<file path="src/hdl/rxpop_pkg.sv">
// Constants and types shared by the receive payload output port.
// Assumes nothing of its surroundings.
package rxpop_pkg;

   // ----------------------------------------
   // Widths and buffer entry layout
   // ----------------------------------------
   localparam int NIB_W        = 4;
   localparam int ENTRY_W      = 3;
   localparam int ENT_BIT      = 0;
   localparam int ENT_FIRST    = 1;
   localparam int ENT_OH       = 2;
   localparam int BUF_DEPTH    = 2;
   // Payload nibble clock pulses per inbound frame, reached when frames flow at line rate
   localparam int FRAME_NIBBLES = 1176;

   // ----------------------------------------
   // Modes and nibble clock phases
   // ----------------------------------------
   typedef enum logic {
      MODE_SERIAL = 1'b0,
      MODE_NIBBLE = 1'b1
   } rxpop_mode_t;

   // One line period high, three low: the 25 percent nibble clock
   typedef enum logic [1:0] {
      PH_HIGH = 2'b00,
      PH_LOW1 = 2'b01,
      PH_LOW2 = 2'b10,
      PH_LOW3 = 2'b11
   } rxpop_phase_t;

endpackage

</file>
<file path="src/hdl/rxpop_fifo.sv">
// Small valid/ready buffer with flip-flop storage.
// Assumes both sides run on clk; ready is registered.
`timescale 1ns/10ps
module rxpop_fifo #(
   parameter int WIDTH = 3,
   parameter int DEPTH = 2
) (
   // Clock and reset
   input  wire logic             clk,
   input  wire logic             rst_n,
   // Fill side
   input  wire logic             in_valid,
   input  wire logic [WIDTH-1:0] in_data,
   output logic                  in_ready,
   // Drain side
   output logic                  out_valid,
   output logic      [WIDTH-1:0] out_data,
   input  wire logic             out_ready
);
   localparam int PW = (DEPTH > 1) ? $clog2(DEPTH) : 1;
   localparam int CW = $clog2(DEPTH + 1);
   localparam logic [CW-1:0] CNT_FULL = CW'(DEPTH);
   localparam logic [PW-1:0] PTR_LAST = PW'(DEPTH - 1);

   generate
      if (DEPTH < 2 || WIDTH < 1) begin : g_bad
         $error("rxpop_fifo needs DEPTH of at least 2 and WIDTH of at least 1");
      end
   endgenerate

   logic [WIDTH-1:0] mem_q [DEPTH];
   logic [WIDTH-1:0] mem_d [DEPTH];
   logic [PW-1:0]    wr_q, wr_d, rd_q, rd_d;
   logic [CW-1:0]    cnt_q, cnt_d;
   logic             rdy_q, rdy_d;
   logic             push, pop;

   assign push      = in_valid && rdy_q;
   assign pop       = out_ready && (cnt_q != '0);
   assign in_ready  = rdy_q;
   assign out_valid = (cnt_q != '0);
   assign out_data  = mem_q[rd_q];

   // ----------------------------------------
   // Next state
   // ----------------------------------------
   always_comb begin
      mem_d = mem_q;
      wr_d  = wr_q;
      rd_d  = rd_q;
      cnt_d = cnt_q;
      if (push) begin
         mem_d[wr_q] = in_data;
         wr_d        = (wr_q == PTR_LAST) ? '0 : wr_q + 1'b1;
      end
      if (pop) begin
         rd_d = (rd_q == PTR_LAST) ? '0 : rd_q + 1'b1;
      end
      if (push && !pop) begin
         cnt_d = cnt_q + 1'b1;
      end else if (pop && !push) begin
         cnt_d = cnt_q - 1'b1;
      end
      // Ready stays low while full, so a stalled drain really fills the buffer
      rdy_d = (cnt_d != CNT_FULL);
   end

   always_ff @(posedge clk or negedge rst_n) begin
      if (!rst_n) begin
         for (int i = 0; i < DEPTH; i++) begin
            mem_q[i] <= '0;
         end
         wr_q  <= '0;
         rd_q  <= '0;
         cnt_q <= '0;
         rdy_q <= 1'b0;
      end else begin
         mem_q <= mem_d;
         wr_q  <= wr_d;
         rd_q  <= rd_d;
         cnt_q <= cnt_d;
         rdy_q <= rdy_d;
      end
   end

endmodule

</file>
<file path="src/hdl/rxpop_top.sv">
// Receive payload output port: serial or nibble-parallel hand-off of DS3 payload.
// Assumes the upstream framer delivers one entry per line bit on clk, marking
// the first bit of each frame and each overhead bit; line clock and mode pin are asynchronous.
//
// Operation
// - Mode pin low selects serial output, high selects nibble output, and only that mode's data moves.
// - In serial mode the output clock follows the line clock continuously.
// - In serial mode each bit goes out on the serial pin at the output clock rising edge.
// - In serial mode the frame marker is high for the one bit period of a frame's first bit.
// - In serial mode the overhead flag is high in every bit period carrying an overhead bit.
// - In nibble mode payload leaves four bits at a time, changing on the output clock falling edge.
// - In nibble mode the output clock pulses once per nibble, 1176 times per frame.
// - In nibble mode the output clock is high for about a quarter of each nibble period.
// - In nibble mode the frame marker is high for the one nibble period of a frame's first nibble.
// - In nibble mode overhead bits are never sent and the overhead flag stays low.
`timescale 1ns/10ps
module rxpop_top (
   // Clock and reset
   input  wire logic                     clk,
   input  wire logic                     rst_n,
   // Line side pins
   input  wire logic                     line_clock,
   input  wire logic                     parallel_mode_select,
   // Upstream entries from the framer
   input  wire logic                     in_valid,
   input  wire logic                     in_bit,
   input  wire logic                     in_first,
   input  wire logic                     in_oh,
   output logic                          in_ready,
   // Terminal equipment side
   output logic                          rx_payload_out_clock,
   output logic                          rx_serial_payload_out,
   output logic [rxpop_pkg::NIB_W-1:0]   rx_four_bit_payload_out,
   output logic                          rx_frame_start_marker,
   output logic                          rx_overhead_bit_flag
);
   localparam logic [2:0] ASM_FULL = 3'(rxpop_pkg::NIB_W);

   // ----------------------------------------
   // Synchronisers and edge detect
   // ----------------------------------------
   logic line_s1_q, line_s2_q, line_s3_q;
   logic mode_s1_q, mode_s2_q;
   logic line_rise, line_fall;
   rxpop_pkg::rxpop_mode_t mode;

   always_ff @(posedge clk or negedge rst_n) begin
      if (!rst_n) begin
         line_s1_q <= 1'b0;
         line_s2_q <= 1'b0;
         line_s3_q <= 1'b0;
         mode_s1_q <= 1'b0;
         mode_s2_q <= 1'b0;
      end else begin
         line_s1_q <= line_clock;
         line_s2_q <= line_s1_q;
         line_s3_q <= line_s2_q;
         mode_s1_q <= parallel_mode_select;
         mode_s2_q <= mode_s1_q;
      end
   end

   assign line_rise = line_s2_q && !line_s3_q;
   assign line_fall = !line_s2_q && line_s3_q;
   assign mode      = rxpop_pkg::rxpop_mode_t'(mode_s2_q);

   // ----------------------------------------
   // Entry buffer
   // ----------------------------------------
   logic                          b_valid, b_pop;
   logic [rxpop_pkg::ENTRY_W-1:0] b_data;
   logic                          b_bit, b_first, b_oh;

   rxpop_fifo #(
      .WIDTH (rxpop_pkg::ENTRY_W),
      .DEPTH (rxpop_pkg::BUF_DEPTH)
   ) u_buf (
      .clk       (clk),
      .rst_n     (rst_n),
      .in_valid  (in_valid),
      .in_data   ({in_oh, in_first, in_bit}),
      .in_ready  (in_ready),
      .out_valid (b_valid),
      .out_data  (b_data),
      .out_ready (b_pop)
   );

   assign b_bit   = b_data[rxpop_pkg::ENT_BIT];
   assign b_first = b_data[rxpop_pkg::ENT_FIRST];
   assign b_oh    = b_data[rxpop_pkg::ENT_OH];

   // ----------------------------------------
   // Nibble assembly and output
   // ----------------------------------------
   logic [rxpop_pkg::NIB_W-1:0] asm_q, asm_d;
   logic [2:0]                  cnt_q, cnt_d;
   logic                        seen_q, seen_d;
   logic                        afirst_q, afirst_d;
   logic                        armed_q, armed_d;
   rxpop_pkg::rxpop_phase_t     ph_q, ph_d;

   logic                        clk_q, clk_d;
   logic                        ser_q, ser_d;
   logic [rxpop_pkg::NIB_W-1:0] nib_q, nib_d;
   logic                        frm_q, frm_d;
   logic                        oh_q, oh_d;

   always_comb begin
      asm_d    = asm_q;
      cnt_d    = cnt_q;
      seen_d   = seen_q;
      afirst_d = afirst_q;
      armed_d  = armed_q;
      ph_d     = ph_q;
      clk_d    = clk_q;
      ser_d    = ser_q;
      nib_d    = nib_q;
      frm_d    = frm_q;
      oh_d     = oh_q;
      b_pop    = 1'b0;
      unique case (mode)
         rxpop_pkg::MODE_SERIAL: begin
            asm_d   = '0;
            cnt_d   = '0;
            seen_d  = 1'b0;
            armed_d = 1'b0;
            ph_d    = rxpop_pkg::PH_LOW3;
            nib_d   = '0;
            if (line_rise) begin
               clk_d = 1'b1;
               b_pop = b_valid;
               // An empty buffer sends a zero bit with both markers low
               ser_d = b_valid && b_bit;
               frm_d = b_valid && b_first;
               oh_d  = b_valid && b_oh;
            end else if (line_fall) begin
               clk_d = 1'b0;
            end
         end
         rxpop_pkg::MODE_NIBBLE: begin
            ser_d = 1'b0;
            oh_d  = 1'b0;
            // Assembler drains faster than line rate, so nibbles are ready in time
            if (cnt_q != ASM_FULL && b_valid) begin
               b_pop  = 1'b1;
               seen_d = seen_q || b_first;
               if (!b_oh) begin
                  asm_d = {asm_q[rxpop_pkg::NIB_W-2:0], b_bit};
                  cnt_d = cnt_q + 3'h1;
                  if (cnt_q == '0) begin
                     afirst_d = seen_q || b_first;
                     seen_d   = 1'b0;
                  end
               end
            end
            if (line_rise) begin
               ph_d = rxpop_pkg::rxpop_phase_t'(ph_q + 2'h1);
               unique case (ph_q)
                  rxpop_pkg::PH_LOW3: begin
                     clk_d = armed_q;
                  end
                  rxpop_pkg::PH_HIGH: begin
                     clk_d = 1'b0;
                     // Data moves on the nibble clock falling edge
                     if (cnt_q == ASM_FULL) begin
                        nib_d   = asm_q;
                        frm_d   = afirst_q;
                        armed_d = 1'b1;
                        cnt_d   = '0;
                     end else begin
                        frm_d   = 1'b0;
                        armed_d = 1'b0;
                     end
                  end
                  rxpop_pkg::PH_LOW1, rxpop_pkg::PH_LOW2: begin
                     clk_d = 1'b0;
                  end
               endcase
            end
         end
      endcase
   end

   always_ff @(posedge clk or negedge rst_n) begin
      if (!rst_n) begin
         asm_q    <= '0;
         cnt_q    <= '0;
         seen_q   <= 1'b0;
         afirst_q <= 1'b0;
         armed_q  <= 1'b0;
         ph_q     <= rxpop_pkg::PH_LOW3;
         clk_q    <= 1'b0;
         ser_q    <= 1'b0;
         nib_q    <= '0;
         frm_q    <= 1'b0;
         oh_q     <= 1'b0;
      end else begin
         asm_q    <= asm_d;
         cnt_q    <= cnt_d;
         seen_q   <= seen_d;
         afirst_q <= afirst_d;
         armed_q  <= armed_d;
         ph_q     <= ph_d;
         clk_q    <= clk_d;
         ser_q    <= ser_d;
         nib_q    <= nib_d;
         frm_q    <= frm_d;
         oh_q     <= oh_d;
      end
   end

   assign rx_payload_out_clock    = clk_q;
   assign rx_serial_payload_out   = ser_q;
   assign rx_four_bit_payload_out = nib_q;
   assign rx_frame_start_marker   = frm_q;
   assign rx_overhead_bit_flag    = oh_q;

endmodule

</file>
<file path="config.mk">
export PLATFORM = sky130hd
export DESIGN_NAME = rxpop_top
export DESIGN_NICKNAME = d
export VERILOG_FILES = /design/src/hdl/rxpop_pkg.sv /design/src/hdl/rxpop_fifo.sv /design/src/hdl/rxpop_top.sv
export SDC_FILE = /design/constraint.sdc
export NUM_CORES = 1
export LEC_CHECK = 0
export BUFFER_PORTS_ARGS = -buffer_cell sky130_fd_sc_hd__buf_4
export CAP_MARGIN = 30
export CORE_UTILIZATION = 38
export CTS_BUF_LIST = sky130_fd_sc_hd__clkbuf_2 sky130_fd_sc_hd__clkbuf_4 sky130_fd_sc_hd__clkbuf_8
export CTS_CLUSTER_DIAMETER = 40
export DETAILED_ROUTE_END_ITERATION = 10
export PLACE_DENSITY = 0.55
export SLEW_MARGIN = 20
export SYNTH_ARGS = -nofsm -noshare
export SYNTH_HDL_FRONTEND = slang
export SYNTH_SLANG_ARGS = --single-unit
export TNS_END_PERCENT = 10
</file>
<file path="constraint.sdc">
create_clock -name clk -period 4.23 [get_ports clk]
set_input_delay 0.6345 -clock clk [delete_from_list [all_inputs] [get_ports clk]]
set_output_delay 0.6345 -clock clk [all_outputs]
set_load 0.02 [all_outputs]
</file>
==> results.json, run 1 <==
{
  "routedWlPerCell_um": 13.3,
  "drt_iter0_drc": 46,
  "gp_congestion": 0.753,
  "crit_slowest_cell": "a21oi_1",
  "totalNegativeSetupSlack_ns": 0,
  "start_util_pct": 40.4,
  "yosys-top-cells-area": "dfrtp_1, mux2i_1, ha_1",
  "ant_nets": 0,
  "overflow": 0,
  "async_reset_ff_share_pct": 100,
  "avgViaCountPerCell": 5.14,
  "vias": 1110,
  "ys_ff_latch": 36,
  "synth_warnings": 0,
  "grt_pass1_wl_um": 4790,
  "max-slew-margin-rel_pct": 62.5,
  "first_global_vias": 1035,
  "ir_drop_uv": 282,
  "crit_required_ns": 4.39,
  "antenna_found_initial": 0,
  "synth_top_area_share_pct": 51.6,
  "worst_slew_pin_slew_ns": 0.563,
  "ys_seq_area_share_pct": 54.8,
  "ctsHoldBuffers": 0,
  "slew_viol_final": 0,
  "globalRouteMet2Util_pct": 22.0,
  "dpl_cell_area_sq_um": 1810,
  "finalClockSkew_ns": 0.0128,
  "grt_max_degree": 37,
  "grt_usage_pct": 14.7,
  "status": "completed",
  "cts_root_buffer": "clkbuf_8",
  "nNetsFinal": 179,
  "drv_cap": 0,
  "synth_edf_count": 0,
  "worstPathMaxFanout": 7,
  "clockBufferDepth": 2,
  "final_area_sq_um": 1910,
  "num_rows": 23,
  "clk_latency_ns": 0.29,
  "postCtsSetupBuffers": 0,
  "critical_path_class": "flop to flop",
  "synth_area_sq_um": 1650,
  "core_area_sq_um": 4090,
  "crit_chain": "inv_1, ha_1, a21oi_1, nand2_1, mux2i_1, nor2_1",
  "io_buffers": 16,
  "synth_nets": 160,
  "dp_hpwl_um": 2020,
  "grt.busiest_layer": "met2",
  "crit_arrival_ns": 2.07,
  "diodes": 0,
  "drc": 0,
  "drive_above_1_share_pct": 20.5,
  "hold_path.class": "input port to async pin",
  "yosysMostFrequentCell": "dfrtp_1",
  "ctsResizeCount": 0,
  "drt_wl_total_um": 2880,
  "synth_top_area_cell": "dfrtp_1",
  "avgSynthCellArea_sq_um": 11.3,
  "cts_made_buffers": 5,
  "crit_path_end_kind": "flop",
  "holdWs_ns": 0.294,
  "cts-htree-levels": 2,
  "p_leak_nw": 0.896,
  "drt_first_pass_iters": 4,
  "slowest_delay_ns": 0.48,
  "start_kind": "flop",
  "global_route.usage.met1_pct": 18.5,
  "io_pins": 17,
  "die_w_um": 67.9,
  "die-area_sq_um": 4610,
  "cts_tree": "done",
  "synth_cell_types": 36,
  "fmax_mhz": 524,
  "grt_util_met3_pct": 5.00,
  "synthFlopType": "dfrtp_1",
  "rsz0062_at_grt": "false",
  "area_delta_synth_final_pct": 15.6,
  "finalSetupViolations": 0,
  "synthCells": 146,
  "hold_viol": 0,
  "period_needed_ns": 1.91,
  "die_h_um": 67.9,
  "cts.clk_slew.worst_paths_ns": 0.08,
  "cts.sinks": 36,
  "layout_worst_path_cycle_share_pct": 45.2,
  "synth.top_cells.by_count": "dfrtp_1, nand2_1, nor2_1",
  "power-per-cell-area_nw_per_um2": 610
}
-- per-layer routing --
metal,vias up,share of wire [%]
li1,535,-
met1,538,46
met2,29,46
met3,8,5.2
met4,0,2.4
met5,-,0
-- worst max-delay path, delay by kind of cell, from the launching register on --
family / cells / cell delay (ns)
AOI/OAI and AO/OA: 1 / 0.48
adders and majority gates: 1 / 0.28
buffers and inverters: 1 / 0.09
DFF: 1 / 0.38
muxes: 1 / 0.22
and+or+nand+nor: 2 / 0.35
-- sequential cells by signal (all words and copies together), names as in the netlist, 2 cells and up --
| name | flops |
|---|---|
| u_buf.cnt_q | 2 |
| cnt_q | 3 |
| asm_q | 4 |
| u_buf.mem_q | 6 |
| rx_four_bit_payload_out | 4 |
| ph_q | 2 |
-- per-stage QoR --
step	setup WS (ns)	utilization (%)	total power, mW	std cells
after floorplan	2.59	-	0.808	146
after global placement	2.39	44.3	0.898	208
after detailed placement	2.33	44.3	0.916	208
after CTS	2.33	46.7	1.18	216
after global routing	2.19	46.7	1.25	216
final	2.32	46.7	1.16	216
-- report_power, final --
part	internal [mW]	switching (mW)	total [mW]
clock	0.139	0.119	0.257
sequential	0.436	0.0637	0.500
combinational	0.187	0.218	0.406
-- layout by cell type, fill, tap and decap left out --
cell         n
a41oi_1      1
nand2b_1     2
o211ai_1     1
nor2_1      13
mux2_2       3
and3_4       1
ha_1         6
buf_4       16
maj3_2       1
a21oi_1      6
clkbuf_4     1
clkbuf_8     6
and2_1       1
a311oi_1     1
o31ai_1      1
nor2b_1      1
dfrtp_1     34
o21ai_0      1
mux2_1       5
nand3b_1     1
inv_1       10
clkinvlp_4   1
or3_4        1
a21boi_1     4
or3_1        1
mux2i_1      9
mux2i_2      1
a31oi_1      1
maj3_1       1
dfstp_2      2
and3_1       1
nor3_2       1
nand4_1      1
nand3_1      7
xnor2_1      6
nand2_1     15
a211oi_1     2
-- final cells by class --
cell class | count | area (sq um)
Fill cell | 398 | 2180
Sequential cell | 36 | 903
Multi-Input combinational cell | 96 | 686
Timing Repair Buffer | 16 | 120
Clock buffer | 7 | 90.1
Tap cell | 50 | 62.6
Inverter | 10 | 37.5
Clock inverter | 1 | 7.51
-- worst paths after layout --
path	to	slack, ns	depth (start not counted)	from
setup / recovery	asm_q[0]	2.32	6	u_buf.cnt_q[0]
hold / removal	cnt_q[2]	0.29	1	rst_n
setup reg to reg	asm_q[0]	2.32	6	u_buf.cnt_q[0]
hold reg to reg	mode	0.35	0	mode_s1_q
max in group asynchronous	ph_q[1]	3.60	1	rst_n
min in group clk	mode	0.35	0	mode_s1_q
-- cell families (layout without fill, tap and decap cells) --
group	after synthesis	in the layout	synth area share [%]
AO/OA/AOI/OAI	18	18	7.21
XOR/XNOR	6	6	3.19
adder cells (fa/ha/maj)	8	8	5.84
buffers and inverters	14	34	3.64
flip-flops	36	36	54.8
multiplexers	18	18	11.8
AND/OR/NAND/NOR	46	46	13.6
Power figures use the tool's default switching activity.
==> inputs of run 2 (changes only) <==
==> constraint.sdc (replaced) <==
create_clock -name clk -period 1.85 [get_ports clk]
set_input_delay 0.2775 -clock clk [delete_from_list [all_inputs] [get_ports clk]]
set_output_delay 0.2775 -clock clk [all_outputs]
set_load 0.02 [all_outputs]
==> run 2 against run 1 <==
Compared with the run above: via count up 1.7%; sequential cell count unchanged; fmax up 11%; core utilization up 1.5 points; clock skew down 0.0043 ns; clock power up 130%; global-route usage up 0.58 points; first-iteration DRC count down 37%; critical endpoint is now u_buf.cnt_q[1].
==> results.json, run 2 (synthesis gave the netlist of run 1 again) <==
{
  "nNetsFinal": 187,
  "regToRegSetupSlack_ns": 0.13,
  "crit_buf_inv": 1,
  "dp_hpwl_um": 2250,
  "max-slew-margin-rel_pct": 69.5,
  "worstSetupPathDepth": 6,
  "place_ws_ns": 0.139,
  "r2r_cells": 6,
  "global_route.usage.met1_pct": 18.4,
  "p_leak_nw": 0.937,
  "ant_nets": 0,
  "grt.busiest_layer": "met2",
  "grt_max_degree": 37,
  "layout_commonest_cell": "dfrtp_1",
  "start_kind": "flop",
  "power-per-cell-area_nw_per_um2": 1380,
  "antenna_found_initial": 0,
  "slew_viol_final": 0,
  "critical_path_class": "flop to flop",
  "finalPower_mw": 2.72,
  "cts-htree-levels": 2,
  "slowest_delay_ns": 0.37,
  "drc": 0,
  "worst_slew_pin_slew_ns": 0.457,
  "avgViaCountPerCell": 5.04,
  "ctsHoldBuffers": 1,
  "period_needed_ns": 1.72,
  "globalRouteMet2Util_pct": 25.2,
  "clockPowerShare_pct": 22.1,
  "drive_above_1_share_pct": 23.6,
  "drt_iter0_drc": 29,
  "grt_usage_pct": 15.2,
  "gp_congestion": 0.745,
  "vias": 1129,
  "overflow": 0,
  "die_h_um": 67.9,
  "cts_root_buffer": "clkbuf_8",
  "clk_latency_ns": 0.28,
  "grt_util_met3_pct": 5.00,
  "rr_startpoint": "cnt_q[0]",
  "crit_chain": "inv_1, ha_1, and3_4, or3_4, maj3_2, mux2i_1",
  "clockBufferDepth": 2,
  "crit_arrival_ns": 1.93,
  "ctsResizeCount": 0,
  "totalNegativeSetupSlack_ns": 0,
  "diodes": 0,
  "status": "completed",
  "die_w_um": 67.9,
  "dpl_cell_area_sq_um": 1860,
  "cts_tree": "done",
  "drt_wl_total_um": 3000,
  "io_pins": 17,
  "postCtsSetupBuffers": 0,
  "start_util_pct": 40.4,
  "cts.sinks": 36,
  "final_cell_mix": "dfrtp_1, buf_4, nand2_1",
  "hold_path.class": "input port to flop",
  "die-area_sq_um": 4610,
  "drv_cap": 0,
  "area_delta_synth_final_pct": 19.4,
  "cts_made_buffers": 5,
  "crit_family": "simple AND/OR/NAND/NOR gates",
  "worstPathMaxFanout": 5,
  "finalSetupViolations": 0,
  "crit_required_ns": 2.05,
  "drt_first_pass_iters": 3,
  "layout_worst_path_cycle_share_pct": 93.2,
  "grt_pass1_wl_um": 5070,
  "core_area_sq_um": 4090,
  "endpoint": "u_buf.cnt_q[1]",
  "pwr-share-comb_pct": 36.0,
  "crit_slowest_cell": "or3_4",
  "finalClockSkew_ns": 0.00850,
  "reg2reg_to": "u_buf.cnt_q[1]",
  "routedWlPerCell_um": 13.4,
  "cts.clk_slew.worst_paths_ns": 0.07,
  "final_core_util_pct": 48.2,
  "largest_register_ff_count": 6,
  "crit_start": "cnt_q[0]",
  "hold_viol": 0,
  "final_area_sq_um": 1970,
  "pwr-share-seq_pct": 41.9,
  "setup_slack_ns": 0.126,
  "first_global_vias": 1117,
  "p_sw_mw": 0.919,
  "num_rows": 23,
  "crit_path_end_kind": "flop",
  "io_buffers": 16,
  "rsz0062_at_grt": "false",
  "netSwitchingFraction_pct": 33.8,
  "ir_drop_uv": 756,
  "intPower_mw": 1.80,
  "fmax_mhz": 580,
  "regMostFlops": "u_buf.mem_q"
}
[run 2: changes by cell type in the layout (fill, tap and decap cells not counted), sizes merged]
cell         before  now
buf              16   23
clkbuf            7    8
dlygate4sd3       0    1
clkinvlp          1    0
[run 2: final cells by class]
class	count	area, sq um
clock buffer	8	97.6
tap	50	62.6
inverter	10	37.5
sequential	36	903
fill	394	2120
timing repair buffer	24	183
multi-input combinational	96	686
[run 2: per-layer routing]
metal / vias up / routed length, um / part of all wire (%)
li1: 546 / - / -
met1: 562 / 1430 / 48
met2: 16 / 1440 / 48
met3: 5 / 97 / 3.2
met4: 0 / 29 / 0.97
met5: - / 0 / 0
[run 2: metrics by stage]
step / std cells / hold slack [ns]
6_report: 224 / 0.0962
5_1_grt: 224 / 0.0791
4_1_cts: 224 / 0.0860
3_5_place_dp: 215 / 0.265
3_3_place_gp: 215 / 0.257
2_1_floorplan: 146 / -0.0181
[run 2: power by group through the flow]
| stage | Sequential [mW] | Clock (mW) | Combinational (mW) |
|---|---|---|---|
| after floorplan | 1.15 | 0 | 0.698 |
| after CTS | 1.14 | 0.619 | 1.00 |
| after global routing | 1.16 | 0.651 | 1.09 |
| final | 1.14 | 0.600 | 0.979 |
| after global placement | 1.14 | 0 | 0.966 |
| after detailed placement | 1.15 | 0 | 0.991 |
[run 2: worst register-to-register path, cell delays in order, from the launching register on]
cell	delay [ns]
dfrtp_1	0.35
inv_1	0.07
ha_1	0.24
and3_4	0.20
or3_4	0.37
maj3_2	0.29
mux2i_1	0.11
[run 2: worst min-delay path by stage]
stage | start | endpoint | slack, ns | depth (start not counted)
after floorplan | rst_n | afirst_q | -0.02 | 0
after global placement | rst_n | line_s2_q | 0.26 | 1
after detailed placement | rst_n | line_s2_q | 0.27 | 1
after CTS | parallel_mode_select | mode_s1_q | 0.09 | 1
after global routing | parallel_mode_select | mode_s1_q | 0.08 | 1
final | parallel_mode_select | mode_s1_q | 0.1 | 1
